`src/rgpg_pkg.sv`:
```
// constants and the command type for the rf gating pulse generator
package rgpg_pkg;

	// ---------------------------------------------------------------
	// clock and timing
	// ---------------------------------------------------------------
	localparam int CLK_MHZ       = 125;
	localparam int SYNC_LOSS_NS  = 1000;
	localparam int SYNC_LOSS_CYC = SYNC_LOSS_NS * CLK_MHZ / 1000;
	localparam int SYNC_CNT_W    = 8;

	// ---------------------------------------------------------------
	// widths and reset values
	// ---------------------------------------------------------------
	localparam int NUM_AMP  = 8;
	localparam int DLY_W    = 8;
	localparam int FREQ_W   = 32;
	localparam int SLOT_W   = 4;
	localparam int CODE_W   = 8;
	localparam int NUM_FLT  = 11;
	localparam int FIDX_W   = 4;
	localparam logic [SLOT_W-1:0] DUAL_RX_SLOT  = 4'h0;
	localparam logic [FREQ_W-1:0] FREQ_MIN_KHZ  = 32'h0000_1388;
	localparam logic [FREQ_W-1:0] FREQ_MAX_KHZ  = 32'h0009_eb10;
	localparam logic [FREQ_W-1:0] FREQ_RST_KHZ  = 32'h0000_1388;

	// ---------------------------------------------------------------
	// fault slots, lowest index reported first
	// ---------------------------------------------------------------
	localparam int F_ESTOP = 0;
	localparam int F_PWR   = 1;
	localparam int F_PLL   = 2;
	localparam int F_SYNC  = 3;
	localparam int F_TMO   = 4;
	localparam int F_FAIL  = 5;
	localparam int F_ADDR  = 6;
	localparam int F_OBS   = 7;
	localparam int F_SLOT  = 8;
	localparam int F_FREQ  = 9;
	localparam int F_CHAN  = 10;

	localparam logic [CODE_W-1:0] CODE_SYNC  = 8'h5e;
	localparam logic [CODE_W-1:0] CODE_ADDR  = 8'h5f;
	localparam logic [CODE_W-1:0] CODE_FAIL  = 8'h62;
	localparam logic [CODE_W-1:0] CODE_TMO   = 8'h63;
	localparam logic [CODE_W-1:0] CODE_OBS   = 8'h67;
	localparam logic [CODE_W-1:0] CODE_SLOT  = 8'h6a;
	localparam logic [CODE_W-1:0] CODE_PLL   = 8'h6c;
	localparam logic [CODE_W-1:0] CODE_FREQ  = 8'h6d;
	localparam logic [CODE_W-1:0] CODE_ESTOP = 8'h6e;
	localparam logic [CODE_W-1:0] CODE_CHAN  = 8'h72;
	localparam logic [CODE_W-1:0] CODE_PWR   = 8'h74;

	// ---------------------------------------------------------------
	// commands from the board control unit
	// ---------------------------------------------------------------
	typedef enum logic [1:0] {
		RGPG_CMD_OBS_BOTH,
		RGPG_CMD_FREQ,
		RGPG_CMD_DUAL_RX,
		RGPG_CMD_BOARD
	} rgpg_cmd_t;

endpackage

```
`src/rgpg_sync3.sv`:
```
// three-stage input synchroniser that accepts a change once stages two and three agree
`timescale 1ns/1ps
module rgpg_sync3 #(
	parameter int          W       = 1,
	parameter logic [W-1:0] RST_VAL = '0
) (
	input  wire logic         sys_clk_in,
	input  wire logic         rst_in,
	input  wire logic [W-1:0] async_in,
	output logic      [W-1:0] sync_out
);

	logic [W-1:0] s1_q;
	logic [W-1:0] s2_q;
	logic [W-1:0] s3_q;
	logic [W-1:0] out_q;

	// ---------------------------------------------------------------
	// stages
	// ---------------------------------------------------------------
	// s1 feeds s2 only, so a metastable first stage never reaches logic
	always_ff @(posedge sys_clk_in or posedge rst_in) begin
		if (rst_in) begin
			s1_q  <= RST_VAL;
			s2_q  <= RST_VAL;
			s3_q  <= RST_VAL;
			out_q <= RST_VAL;
		end else begin
			s1_q <= async_in;
			s2_q <= s1_q;
			s3_q <= s2_q;
			if (s2_q == s3_q) begin
				out_q <= s3_q;
			end
		end
	end

	assign sync_out = out_q;

endmodule // rgpg_sync3

```
`src/rgpg_edge_shift.sv`:
```
// gate shaper: delays the rising and falling edge of a gate by separate cycle counts
`timescale 1ns/1ps
module rgpg_edge_shift
	import rgpg_pkg::*;
(
	input  wire logic             sys_clk_in,
	input  wire logic             rst_in,
	input  wire logic             clr_in,
	input  wire logic             gate_in,
	input  wire logic [DLY_W-1:0] on_dly_in,
	input  wire logic [DLY_W-1:0] off_dly_in,
	output logic                  act_out
);

	logic             act_q;
	logic             act_d;
	logic [DLY_W-1:0] cnt_q;
	logic [DLY_W-1:0] cnt_d;
	wire              differ;
	wire  [DLY_W-1:0] lim;
	wire              fire;

	// ---------------------------------------------------------------
	// edge timing
	// ---------------------------------------------------------------
	// a gate shorter than the pending delay is swallowed, not stretched
	assign differ = gate_in != act_q;
	assign lim    = gate_in ? on_dly_in : off_dly_in;
	assign fire   = differ && (cnt_q >= lim);
	assign act_d  = fire ? gate_in : act_q;
	assign cnt_d  = (differ && !fire) ? cnt_q + 8'h01 : 8'h00;

	always_ff @(posedge sys_clk_in or posedge rst_in) begin
		if (rst_in) begin
			act_q <= 1'b0;
			cnt_q <= 8'h00;
		end else if (clr_in) begin
			act_q <= 1'b0;
			cnt_q <= 8'h00;
		end else begin
			act_q <= act_d;
			cnt_q <= cnt_d;
		end
	end

	assign act_out = act_q;

endmodule // rgpg_edge_shift

```
`src/rgpg_top.sv`:
```
// top of the rf gating pulse generator: strobes, command checks and fault latching
`timescale 1ns/1ps
module rgpg_top
	import rgpg_pkg::*;
(
	input  wire logic                sys_clk_in,
	input  wire logic                rst_in,
	input  wire logic                observe_module_in,
	input  wire logic [NUM_AMP-1:0]  tx_gate_in,
	input  wire logic [NUM_AMP-1:0]  blank_en_in,
	input  wire logic [DLY_W-1:0]    blank_lead_in,
	input  wire logic [DLY_W-1:0]    blank_trail_in,
	input  wire logic                rx_gate_in,
	input  wire logic [DLY_W-1:0]    tr_rise_dly_in,
	input  wire logic [DLY_W-1:0]    tr_fall_dly_in,
	input  wire logic [DLY_W-1:0]    rx_rise_dly_in,
	input  wire logic [DLY_W-1:0]    rx_fall_dly_in,
	input  wire logic                lo_valid_in,
	input  wire logic                adc_gate_in,
	input  wire logic                window_in,
	input  wire logic                estop_n_in,
	input  wire logic                sync20_clk_in,
	input  wire logic                pll_lock_in,
	input  wire logic                supply_ok_in,
	input  wire logic [SLOT_W-1:0]   slot_in,
	input  wire logic                multi_rx_cfg_in,
	input  wire logic                interleave_cfg_in,
	input  wire logic                cmd_valid_in,
	input  wire logic [1:0]          cmd_code_in,
	input  wire logic [FREQ_W-1:0]   cmd_freq_in,
	input  wire logic                cmd_single_addr_in,
	input  wire logic                bus_addr_err_in,
	input  wire logic                bus_cmd_fail_in,
	input  wire logic                bus_timeout_in,
	input  wire logic                fault_rd_in,
	output logic      [NUM_AMP-1:0]  amp_blank_strobe_out,
	output logic      [NUM_AMP-1:0]  amp_blank_strobe_oe_out,
	output logic                     preamp_tr_gate_n_out,
	output logic                     preamp_aux_tr_gate_n_out,
	output logic                     lo_valid_gate_n_out,
	output logic                     rx_enable_gate_n_out,
	output logic                     converter_gate_n_out,
	output logic                     dwell_window_n_out,
	output logic                     conv_capture_out,
	output logic                     conv_zero_out,
	output logic                     forced_reset_out,
	output logic                     both_observe_out,
	output logic                     dual_rx_out,
	output logic      [FREQ_W-1:0]   freq_out,
	output logic                     cmd_ack_out,
	output logic                     cmd_nak_out,
	output logic                     fault_pending_out,
	output logic                     fault_valid_out,
	output logic      [CODE_W-1:0]   fault_code_out
);

	// ---------------------------------------------------------------
	// helpers
	// ---------------------------------------------------------------
	function automatic logic [FIDX_W-1:0] rgpg_first(input logic [NUM_FLT-1:0] v);
		logic [FIDX_W-1:0] idx;
		idx = '0;
		for (int i = NUM_FLT - 1; i >= 0; i--) begin
			if (v[i]) begin
				idx = FIDX_W'(i);
			end
		end
		return idx;
	endfunction

	function automatic logic [CODE_W-1:0] rgpg_code(input logic [FIDX_W-1:0] idx);
		logic [CODE_W-1:0] c;
		case (idx)
			FIDX_W'(F_ESTOP): c = CODE_ESTOP;
			FIDX_W'(F_PWR):   c = CODE_PWR;
			FIDX_W'(F_PLL):   c = CODE_PLL;
			FIDX_W'(F_SYNC):  c = CODE_SYNC;
			FIDX_W'(F_TMO):   c = CODE_TMO;
			FIDX_W'(F_FAIL):  c = CODE_FAIL;
			FIDX_W'(F_ADDR):  c = CODE_ADDR;
			FIDX_W'(F_OBS):   c = CODE_OBS;
			FIDX_W'(F_SLOT):  c = CODE_SLOT;
			FIDX_W'(F_FREQ):  c = CODE_FREQ;
			default:          c = CODE_CHAN;
		endcase
		return c;
	endfunction

	// ---------------------------------------------------------------
	// pin synchronisers
	// ---------------------------------------------------------------
	wire [SLOT_W+3:0] pins_s;

	// idle levels at reset so no fault fires before the pins settle
	rgpg_sync3 #(
		.W       (SLOT_W + 4),
		.RST_VAL ({4'hf, 4'hd})
	) u_pin_sync (
		.sys_clk_in (sys_clk_in),
		.rst_in     (rst_in),
		.async_in   ({slot_in, supply_ok_in, pll_lock_in, sync20_clk_in, estop_n_in}),
		.sync_out   (pins_s)
	);

	wire              estop_n_s   = pins_s[0];
	wire              sync20_s    = pins_s[1];
	wire              pll_lock_s  = pins_s[2];
	wire              supply_ok_s = pins_s[3];
	wire [SLOT_W-1:0] slot_s      = pins_s[SLOT_W+3:4];

	// ---------------------------------------------------------------
	// emergency stop
	// ---------------------------------------------------------------
	wire estop_act = !estop_n_s;

	// ---------------------------------------------------------------
	// amplifier blanking
	// ---------------------------------------------------------------
	wire [NUM_AMP-1:0] blank_act;

	// each channel blanks only when its blank_en_in bit is set, observe setting plays no part here
	for (genvar g = 0; g < NUM_AMP; g++) begin : g_blank
		rgpg_edge_shift u_blank (
			.sys_clk_in (sys_clk_in),
			.rst_in     (rst_in),
			.clr_in     (estop_act),
			.gate_in    (tx_gate_in[g] & blank_en_in[g]),
			.on_dly_in  (blank_lead_in),
			.off_dly_in (blank_trail_in),
			.act_out    (blank_act[g])
		);
	end

	// ---------------------------------------------------------------
	// receive path edge shaping
	// ---------------------------------------------------------------
	wire tr_act;
	wire rx_act;

	rgpg_edge_shift u_tr_shift (
		.sys_clk_in (sys_clk_in),
		.rst_in     (rst_in),
		.clr_in     (estop_act),
		.gate_in    (rx_gate_in),
		.on_dly_in  (tr_rise_dly_in),
		.off_dly_in (tr_fall_dly_in),
		.act_out    (tr_act)
	);

	rgpg_edge_shift u_rx_shift (
		.sys_clk_in (sys_clk_in),
		.rst_in     (rst_in),
		.clr_in     (estop_act),
		.gate_in    (rx_gate_in),
		.on_dly_in  (rx_rise_dly_in),
		.off_dly_in (rx_fall_dly_in),
		.act_out    (rx_act)
	);

	// ---------------------------------------------------------------
	// strobe decode
	// ---------------------------------------------------------------
	wire obs_ok = observe_module_in && !estop_act;
	wire tr_on  = obs_ok && tr_act;
	wire lo_on  = obs_ok && lo_valid_in;
	wire rx_on  = obs_ok && rx_act;
	wire adc_on = obs_ok && adc_gate_in;
	// window edges come straight from the sequencer, only re-timed
	wire win_on = obs_ok && window_in;

	// ---------------------------------------------------------------
	// output registers
	// ---------------------------------------------------------------
	always_ff @(posedge sys_clk_in or posedge rst_in) begin
		if (rst_in) begin
			amp_blank_strobe_oe_out <= 8'h00;
			preamp_tr_gate_n_out    <= 1'b1;
			lo_valid_gate_n_out     <= 1'b1;
			rx_enable_gate_n_out    <= 1'b1;
			converter_gate_n_out    <= 1'b1;
			dwell_window_n_out      <= 1'b1;
			conv_capture_out        <= 1'b0;
			conv_zero_out           <= 1'b0;
		end else begin
			amp_blank_strobe_oe_out <= blank_act;
			preamp_tr_gate_n_out    <= !tr_on;
			lo_valid_gate_n_out     <= !lo_on;
			rx_enable_gate_n_out    <= !rx_on;
			converter_gate_n_out    <= !adc_on;
			dwell_window_n_out      <= !win_on;
			conv_capture_out        <= win_on && adc_on;
			conv_zero_out           <= win_on && !adc_on;
		end
	end

	// open drain: data stays low, the enable alone pulls the line
	assign amp_blank_strobe_out     = 8'h00;
	// non-observe, non-lock preamp modules never see receive gating
	assign preamp_aux_tr_gate_n_out = 1'b1;
	assign forced_reset_out         = estop_act;

	// ---------------------------------------------------------------
	// command checks
	// ---------------------------------------------------------------
	wire do_cmd   = cmd_valid_in && !estop_act;
	wire is_obs   = do_cmd && (cmd_code_in == RGPG_CMD_OBS_BOTH);
	wire is_freq  = do_cmd && (cmd_code_in == RGPG_CMD_FREQ);
	wire is_dual  = do_cmd && (cmd_code_in == RGPG_CMD_DUAL_RX);
	wire is_board = do_cmd && (cmd_code_in == RGPG_CMD_BOARD);
	wire obs_bad  = is_obs && !(multi_rx_cfg_in || interleave_cfg_in);
	wire freq_bad = is_freq && ((cmd_freq_in < FREQ_MIN_KHZ) || (cmd_freq_in > FREQ_MAX_KHZ));
	wire slot_bad = is_dual && (slot_s != DUAL_RX_SLOT);
	wire chan_bad = is_board && cmd_single_addr_in;
	wire cmd_bad  = obs_bad || freq_bad || slot_bad || chan_bad;

	// the forced reset drops configuration but keeps the fault latches
	always_ff @(posedge sys_clk_in or posedge rst_in) begin
		if (rst_in) begin
			both_observe_out <= 1'b0;
			dual_rx_out      <= 1'b0;
			freq_out         <= FREQ_RST_KHZ;
			cmd_ack_out      <= 1'b0;
			cmd_nak_out      <= 1'b0;
		end else if (estop_act) begin
			both_observe_out <= 1'b0;
			dual_rx_out      <= 1'b0;
			freq_out         <= FREQ_RST_KHZ;
			cmd_ack_out      <= 1'b0;
			cmd_nak_out      <= cmd_valid_in;
		end else begin
			if (is_obs && !obs_bad) begin
				both_observe_out <= 1'b1;
			end
			if (is_dual && !slot_bad) begin
				dual_rx_out <= 1'b1;
			end
			if (is_freq && !freq_bad) begin
				freq_out <= cmd_freq_in;
			end
			cmd_ack_out <= do_cmd && !cmd_bad;
			cmd_nak_out <= do_cmd && cmd_bad;
		end
	end

	// ---------------------------------------------------------------
	// sync clock watchdog
	// ---------------------------------------------------------------
	logic                  sync_prev_q;
	logic [SYNC_CNT_W-1:0] sync_cnt_q;
	wire                   sync_edge;
	wire                   sync_lost;

	assign sync_edge = sync20_s != sync_prev_q;
	assign sync_lost = sync_cnt_q == SYNC_CNT_W'(SYNC_LOSS_CYC);

	// saturates, so a dead clock keeps the fault asserted
	always_ff @(posedge sys_clk_in or posedge rst_in) begin
		if (rst_in) begin
			sync_prev_q <= 1'b0;
			sync_cnt_q  <= '0;
		end else begin
			sync_prev_q <= sync20_s;
			if (sync_edge) begin
				sync_cnt_q <= '0;
			end else if (!sync_lost) begin
				sync_cnt_q <= sync_cnt_q + 8'h01;
			end
		end
	end

	// ---------------------------------------------------------------
	// pll lock tracking
	// ---------------------------------------------------------------
	logic lock_prev_q;
	wire  lock_lost;

	assign lock_lost = lock_prev_q && !pll_lock_s;

	always_ff @(posedge sys_clk_in or posedge rst_in) begin
		if (rst_in) begin
			lock_prev_q <= 1'b1;
		end else begin
			lock_prev_q <= pll_lock_s;
		end
	end

	// ---------------------------------------------------------------
	// fault latches and readout
	// ---------------------------------------------------------------
	logic [NUM_FLT-1:0] flt_q;
	logic [NUM_FLT-1:0] flt_d;
	logic [CODE_W-1:0]  code_q;
	logic               fvalid_q;
	wire  [NUM_FLT-1:0] flt_ev;

	assign flt_ev[F_ESTOP] = estop_act;
	assign flt_ev[F_PWR]   = !supply_ok_s;
	assign flt_ev[F_PLL]   = lock_lost;
	assign flt_ev[F_SYNC]  = sync_lost;
	assign flt_ev[F_TMO]   = bus_timeout_in;
	assign flt_ev[F_FAIL]  = bus_cmd_fail_in;
	assign flt_ev[F_ADDR]  = bus_addr_err_in;
	assign flt_ev[F_OBS]   = obs_bad;
	assign flt_ev[F_SLOT]  = slot_bad;
	assign flt_ev[F_FREQ]  = freq_bad;
	assign flt_ev[F_CHAN]  = chan_bad;

	wire                rd_take = fault_rd_in && (flt_q != '0);
	wire  [FIDX_W-1:0]  flt_sel = rgpg_first(flt_q);
	wire  [NUM_FLT-1:0] flt_clr = rd_take ? (NUM_FLT'(1) << flt_sel) : '0;
	// a new event in the clearing cycle wins over the read
	assign flt_d   = (flt_q & ~flt_clr) | flt_ev;

	always_ff @(posedge sys_clk_in or posedge rst_in) begin
		if (rst_in) begin
			flt_q    <= '0;
			code_q   <= 8'h00;
			fvalid_q <= 1'b0;
		end else begin
			flt_q    <= flt_d;
			fvalid_q <= rd_take;
			if (rd_take) begin
				code_q <= rgpg_code(flt_sel);
			end
		end
	end

	assign fault_pending_out = flt_q != '0;
	assign fault_valid_out   = fvalid_q;
	assign fault_code_out    = code_q;

endmodule // rgpg_top

```
`config.mk`:
```
export PLATFORM = sky130hd
export DESIGN_NAME = rgpg_top
export DESIGN_NICKNAME = d
export VERILOG_FILES = /design/src/rgpg_pkg.sv /design/src/rgpg_sync3.sv /design/src/rgpg_edge_shift.sv /design/src/rgpg_top.sv
export SDC_FILE = /design/constraint.sdc
export NUM_CORES = 1
export LEC_CHECK = 0
export ABC_AREA = 1
export ABC_CLOCK_PERIOD_IN_PS = 11400
export BUFFER_PORTS_ARGS = -buffer_cell sky130_fd_sc_hd__clkbuf_2
export CAP_MARGIN = 20
export CELL_PAD_IN_SITES_DETAIL_PLACEMENT = 0
export CELL_PAD_IN_SITES_GLOBAL_PLACEMENT = 1
export CORE_AREA = 3 3 162 164
export CTS_CLUSTER_SIZE = 20
export DETAILED_ROUTE_END_ITERATION = 6
export DIE_AREA = 0 0 165 167
export GPL_ROUTABILITY_DRIVEN = 0
export PLACE_DENSITY_LB_ADDON = 0.1
export REMOVE_ABC_BUFFERS = 1
export SYNTH_ARGS = -nofsm -noshare
export SYNTH_HDL_FRONTEND = slang
export SYNTH_SLANG_ARGS = --single-unit
```
`constraint.sdc`:
```
create_clock -name sys_clk_in -period 11.4 [get_ports sys_clk_in]
set_input_delay 0 -clock sys_clk_in [delete_from_list [all_inputs] [get_ports sys_clk_in]]
set_output_delay 0 -clock sys_clk_in [all_outputs]
set_load 0.1 [all_outputs]
```
# ---- Yosys cells after proc, flatten, opt, wreduce, memory -nomap -nowiden
# Memory sizes are Yosys's and may differ from the RTL's. A register that Yosys moved wholly into a read port is not among the register bits.
# Index checks and enable logic that the tools add are counted.
dict set report totals {
  regBits 203
  romBits 96
  input_bits 121
  output_inout_bits 71
  wordCells 256
  memories 1
}
dict set report classes {
  addsub 11
  magnitude_cmp 12
  n_eq_ne 30
  n_shift 1
  mux 72
  bitwise 11
  n_reduce_logical 75
}
# memory words word_bits read_ports rd_ports_with_merged_regs write_ports line
set mem_list {}
lappend mem_list {{(no name shown)} 16 6 1 1 0 rgpg_top.sv:73} ;# case (idx)
# cell n
set op_table {}
lappend op_table {{two-way mux 8 bit} 32}
lappend op_table {{adder 8 x 1 -> 8 bit (second input constant)} 11}
lappend op_table {{>= comparator 8 bit} 10}
lappend op_table {{two-way mux 32 bit} 2}
lappend op_table {{logical AND 1 bit} 44}
lappend op_table {{two-way mux 4 bit} 11}
lappend op_table {{> comparator 32 x 20 -> 1 bit (second input constant)} 1}
lappend op_table {{< comparator 32 x 13 -> 1 bit (second input constant)} 1}
lappend op_table {{two-way mux 1 bit} 26}
lappend op_table {{zero test 1 bit} 23}
lappend op_table {{!= test 2 x 1 -> 1 bit (second input constant)} 10}
lappend op_table {{AND 11 bit} 1}
lappend op_table {{two-way mux 11 bit} 1}
lappend op_table {{!= test 1 bit} 11}
lappend op_table {{NOT 11 bit} 1}
lappend op_table {{bitwise OR 11 bit} 1}
lappend op_table {{nonzero test 11 bit} 1}
lappend op_table {{<< shifter 1 x 4 -> 11 bit (first input constant)} 1}
lappend op_table {{AND 1 bit} 8}
lappend op_table {{equality test 8 x 7 -> 1 bit (second input constant)} 1}
lappend op_table {{equality test 8 bit} 1}
lappend op_table {{!= test 2 bit (second input constant)} 4}
lappend op_table {{logical OR 1 bit} 5}
lappend op_table {{equality test 2 bit (second input constant)} 2}
lappend op_table {{3 further kinds} 3}

# ---- Longest topological paths before layout
dict set report depth {
  word_depth 16
  depth_mapped 16
  mapped_depth_nobuf 16
}

# ---- By module
# A second synthesis with hierarchy kept.
dict set report hier_totals {
  hier_cells 1563
  area_unflattened_um2 12643.4
}
# module instances cells_per_inst area_each_um2 seq_area_each_um2
set by_module_without_submodules {}
lappend by_module_without_submodules {rgpg_edge_shift 10 98 763.2 225.2}
lappend by_module_without_submodules {rgpg_top 1 497 3932.5 2015.7}
lappend by_module_without_submodules {rgpg_sync3 1 86 1078.5 835.8}

# ---- Least setup slack after synthesis
# Ideal clock, no wire load.
dict set report synth_timing {
  path_type {input -> register}
  startpoint {in rx_gate_in}
  endpoint {reg u_tr_shift.cnt_q[0]}
  setup_ps 74
  t_arrival_ps 1616
  t_required_ps 11326
  slack_ps 9710
  path_stages 10
  path_buffers 2
  path_cell_list {buf_2 > buf_2 > mux2i_1 > ha_1 > a21oi_1 > o21a_1 > nand3_1 > nor2_1 > nand2_1 > nor2_1}
}
dict set report synth_between {
  elab_chain_len 7
  elab_cells_between_ends 8
  cone_classes {order compare: 1; eq/ne: 1; mux: 3; reduce/logical: 3}
}
# item line
set synth_lines {}
lappend synth_lines {{start: declaration} rgpg_top.sv:13} ;# input wire logic rx_gate_in,
lappend synth_lines {{two-way mux 8 bit} rgpg_edge_shift.sv:28} ;# assign lim = gate_in ? on_dly_in : off_dly_in;
lappend synth_lines {{>= comparator 8 bit} rgpg_edge_shift.sv:29} ;# assign fire = differ && (cnt_q >= lim);
lappend synth_lines {{logical AND 1 bit} rgpg_edge_shift.sv:29}
lappend synth_lines {{zero test 1 bit} rgpg_edge_shift.sv:31} ;# assign cnt_d = (differ && !fire) ? cnt_q + 8'h01 : 8'h00;
lappend synth_lines {{logical AND 1 bit *} rgpg_edge_shift.sv:31}
lappend synth_lines {{two-way mux 8 bit *} rgpg_edge_shift.sv:31}
lappend synth_lines {{two-way mux 8 bit *} rgpg_edge_shift.sv:37} ;# end else if (clr_in) begin
lappend synth_lines {{end signal: assignment} rgpg_edge_shift.sv:42} ;# cnt_q <= cnt_d;
lappend synth_lines {{end: declaration} rgpg_edge_shift.sv:17} ;# logic [DLY_W-1:0] cnt_q;
# Mark *: on every way between the ends. The rest lies on a longest branch, timed or not.
# A chain may end at the register's enable or synchronous reset.

# ---- Worst setup path after layout
dict set report layout_timing {
  startpoint {reg u_pin_sync.out_q[0] (netlist: u_pin_sync.sync_out[0])}
  endpoint {reg cmd_nak_out}
}
dict set report layout_between {
  elab_chain_len 8
  elab_cells_between_ends 14
  cone_classes {mux: 1; reduce/logical: 13}
}
# item line
set layout_lines {}
lappend layout_lines {{start: declaration} rgpg_sync3.sv:16} ;# logic [W-1:0] out_q;
lappend layout_lines {{start signal: assignment} rgpg_sync3.sv:33} ;# out_q <= s3_q;
lappend layout_lines {{logical AND 1 bit} rgpg_top.sv:205} ;# wire do_cmd = cmd_valid_in && !estop_act;
lappend layout_lines {{logical AND 1 bit, on equally long branches} {rgpg_top.sv:206, rgpg_top.sv:207}}
lappend layout_lines {{logical AND 1 bit, on equally long branches} {rgpg_top.sv:210, rgpg_top.sv:211}}
lappend layout_lines {{logical OR 1 bit (3 in series)} rgpg_top.sv:214} ;# wire cmd_bad = obs_bad || freq_bad || slot_bad || chan_bad;
lappend layout_lines {{logical AND 1 bit} rgpg_top.sv:241} ;# cmd_nak_out <= do_cmd && cmd_bad;
lappend layout_lines {{two-way mux 1 bit *} rgpg_top.sv:224} ;# end else if (estop_act) begin
lappend layout_lines {{end signal: assignment} rgpg_top.sv:229} ;# cmd_nak_out <= cmd_valid_in;
lappend layout_lines {{end signal: assignment} rgpg_top.sv:241}
lappend layout_lines {{end: declaration} rgpg_top.sv:51} ;# output logic cmd_nak_out,
# Marks and branches as above.

==> metrics.txt <==
Hold Vio Cnt, Final=0; post-detailed-placement half-perimeter wirelength=18500 microns; Sinks on Clock Net=202; Tot GR Track Use=19.3%; Critical Path End Type=register; # resized after CTS=0; ratio of cells with drive above 1 in the final layout=17.4%; clk root buf=clkbuf_16; Reg area=5100 sq um; area growth from synthesis to layout=22.3%; Die Wd=165 microns; DR vias=9094; Slew Limit Fails=0; setup TNS=0 ns; Max-cap violations=0; Sw Pwr=0.680 mW; Post-Place Cells=1815; status=completed; Mapped Cells=1329; met3 WL=1160 microns; Mapped Area=11400 sq um; fin cells=1910; crit path DAT=3.43 ns; initial antenna violation count=0; drt drc=0; critical path required time=11.85 ns; # port buffers=181; Syn Area/Cell=8.56 sq um; die area=27600 sq um; #FFs+latches synth=202; combinational share of power=21.6%; gr ovfl total=0; CTS tree=built; largest net degree at the start of global routing=123; ANT cells=0; WL final=26300 microns; cell row count=58; Clock Power Share=39.6%; multi-input logic area=5600 sq um; DP Worst Slack=8.87 ns; Max Clock Skew=0.0163 ns; Leak Pwr=7.13 nW; unrepaired setup endpoints after global routing=false; Final min period=2.97 ns; DIE HEIGHT=167 microns; Setup-failing EPs final=0; DRT iter0 DRCs=541; synth unique cells=46; drt pass-1 iters=5; Total Power=2.10 mW; Worst-path clk slew=0.06 ns; worst-skew pair later-pin latency=0.52 ns; sequential power share=38.8%; Fillers=2338; sequential-to-total area share from yosys stat=44.9%; max incr delay on CP=0.59 ns; peak supply drop=0.000158 V; sw frac=32.4%; power per cell area=151 nW/um^2; synth warn=0; Setup crit start kind=register; Slew @ Worst Pin=0.978 ns; final worst-path cycle share=26.1%; crit path max fanout=63; crit-path most repeated cell=dlygate4sd3_1; Max clock buf depth=3; CTS HTree Levels=1; internal power=1.42 mW; Initial Util=45.4%; M1 wire length=12300 microns; Setup CP Type=register to register; Top Layer Used=met4; mean routed wirelength per cell=13.8 microns; critical path, cell by cell=buf_4 > nand2_1 > inv_1 > nand4_1 > dlygate4sd3_1 > nor3b_1 > nand3_1 > dlygate4sd3_1; Worst path slowest cell=dlygate4sd3_1; NumNets Final=1780; WL met2=12300 microns; vias in the first global route=8788; DRT antenna net count=0; final setup margin=8.43 ns; I/O pins=192; Max transition margin=34.8%; Num CTS Buffers=23; first-pass GRT wire length=43800 microns; Fmax=336 MHz; R2R Setup Slk=8.43 ns; vias per inst=4.76; Core ar.=25000 sq um; Hold WC Path Type=input port to register
==> cell usage after synthesis (all sizes together) <==
cell,number,area [sq um]
conb,2,7.51
nand2,283,1070
and2,1,6.26
a21o,3,22.5
nand3b,29,218
nand4,15,100
mux2i,14,140
a21oi,61,317
nor3,7,51.3
a211oi,1,7.51
o211ai,1,7.51
a31oi,2,12.5
o31ai,1,7.51
dfrtp,163,4080
ha,96,1200
xor2,63,552
nand3,72,373
o21a,10,75.1
nor4,3,33.8
clkbuf,13,50.0
buf,22,166
nor2,170,648
o21ai,104,521
inv,131,492
nor3b,1,7.51
dfstp,39,1020
xnor2,18,158
o21bai,1,7.51
or2,3,18.8
==> area by class of cell <==
| class | count | share of cell area [%] |
|---|---|---|
| inverters | 131 | 3.59 |
| repair buffers | 236 | 10.4 |
| clock buffers | 27 | 4.24 |
| flip-flops and latches | 202 | 36.7 |
| clock inverters | 15 | 1.90 |
| well taps | 330 | 2.97 |
| multi-input cells | 969 | 40.2 |
==> cell usage in the layout, fill, tap and decap left out, types with 39 or more instances in the layout <==
master         Yosys  routed
dfrtp_1          163     163
o21ai_0           97      97
nor2_1           168     168
nand3_1           71      71
dfstp_2           39      39
dlygate4sd3_1      0      53
nand2_1          280     280
ha_1              96      96
clkbuf_2           1     181
a21oi_1           60      60
inv_1            130     129
xor2_1            63      63
==> power by group through the flow <==
stage,clock network (mW),registers [mW],logic (mW)
after floorplan,0,0.970,0.182
after global routing,0.881,0.821,0.502
after global placement,0,0.826,0.437
after detailed placement,0,0.826,0.441
after CTS,0.856,0.814,0.461
final,0.832,0.814,0.454
==> cells by family (layout without fill, tap and decap cells) <==
family / Yosys count / in the layout / share of synthesized area [%]
xor gates and xnor gates: 81 / 81 / 6.23
muxes: 14 / 14 / 1.23
buffers and inverters: 166 / 409 / 6.22
and+or+nand+nor: 584 / 584 / 22.2
other: 2 / 10 / 0.0660
adders and majority gates: 96 / 96 / 10.6
DFF: 202 / 202 / 44.9
AOI/OAI and AO/OA: 184 / 184 / 8.59
==> worst max-delay path, delay by kind of cell (launching register included) <==
kind | cells | cell delay (ns)
flip-flops | 1 | 0.51
buffers and inverters | 4 | 1.79
AND/OR/NAND/NOR | 4 | 0.59
==> worst paths after layout <==
kind,cells after the start,startpoint,to
max in group asynchronous,4,rst_in,freq_out[19]
min in group asynchronous,3,rst_in,conv_zero_out
worst max-delay path,8,u_pin_sync.sync_out[0],cmd_nak_out
worst min-delay path,9,cmd_freq_in[29],flt_q[9]
worst min register to register,0,u_pin_sync.s1_q[1],u_pin_sync.s2_q[1]
worst max register to register,8,u_pin_sync.sync_out[0],cmd_nak_out
==> flip-flops by register name (all words and copies together) (netlist names), 7 cells and up <==
register,flops
g_blank.u_blank.act_out,8
g_blank.u_blank.cnt_q,64
u_rx_shift.cnt_q,8
u_pin_sync.sync_out,8
fault_code_out,7
u_pin_sync.s1_q,8
u_pin_sync.s3_q,8
u_tr_shift.cnt_q,8
flt_q,11
freq_out,32
sync_cnt_q,8
u_pin_sync.s2_q,8
amp_blank_strobe_oe_out,8
==> metal layers <==
| metal | GRT usage [%] | vias to the layer above |
|---|---|---|
| li1 | - | 4763 |
| met1 | 27.3 | 4144 |
| met2 | 31.6 | 155 |
| met3 | 2.91 | 32 |
| met4 | 3.68 | 0 |
| met5 | 0 | - |
==> timing repair <==
action	in CTS	in global routing
hold endpoints to repair	169	0
buffers inserted	0	0
hold buffers	53	0
==> per-stage QoR <==
stage | hold WS, ns | util (%) | cell area [sq um]
after floorplan | 0.00448 | - | 11200
after global placement | 0.0917 | 50.1 | 12500
after detailed placement | 0.0920 | 50.1 | 12500
after CTS | 0.0732 | 55.6 | 13900
after global routing | 0.109 | 55.6 | 13900
final | 0.102 | 55.6 | 13900
(Power assumes the default switching activity.)
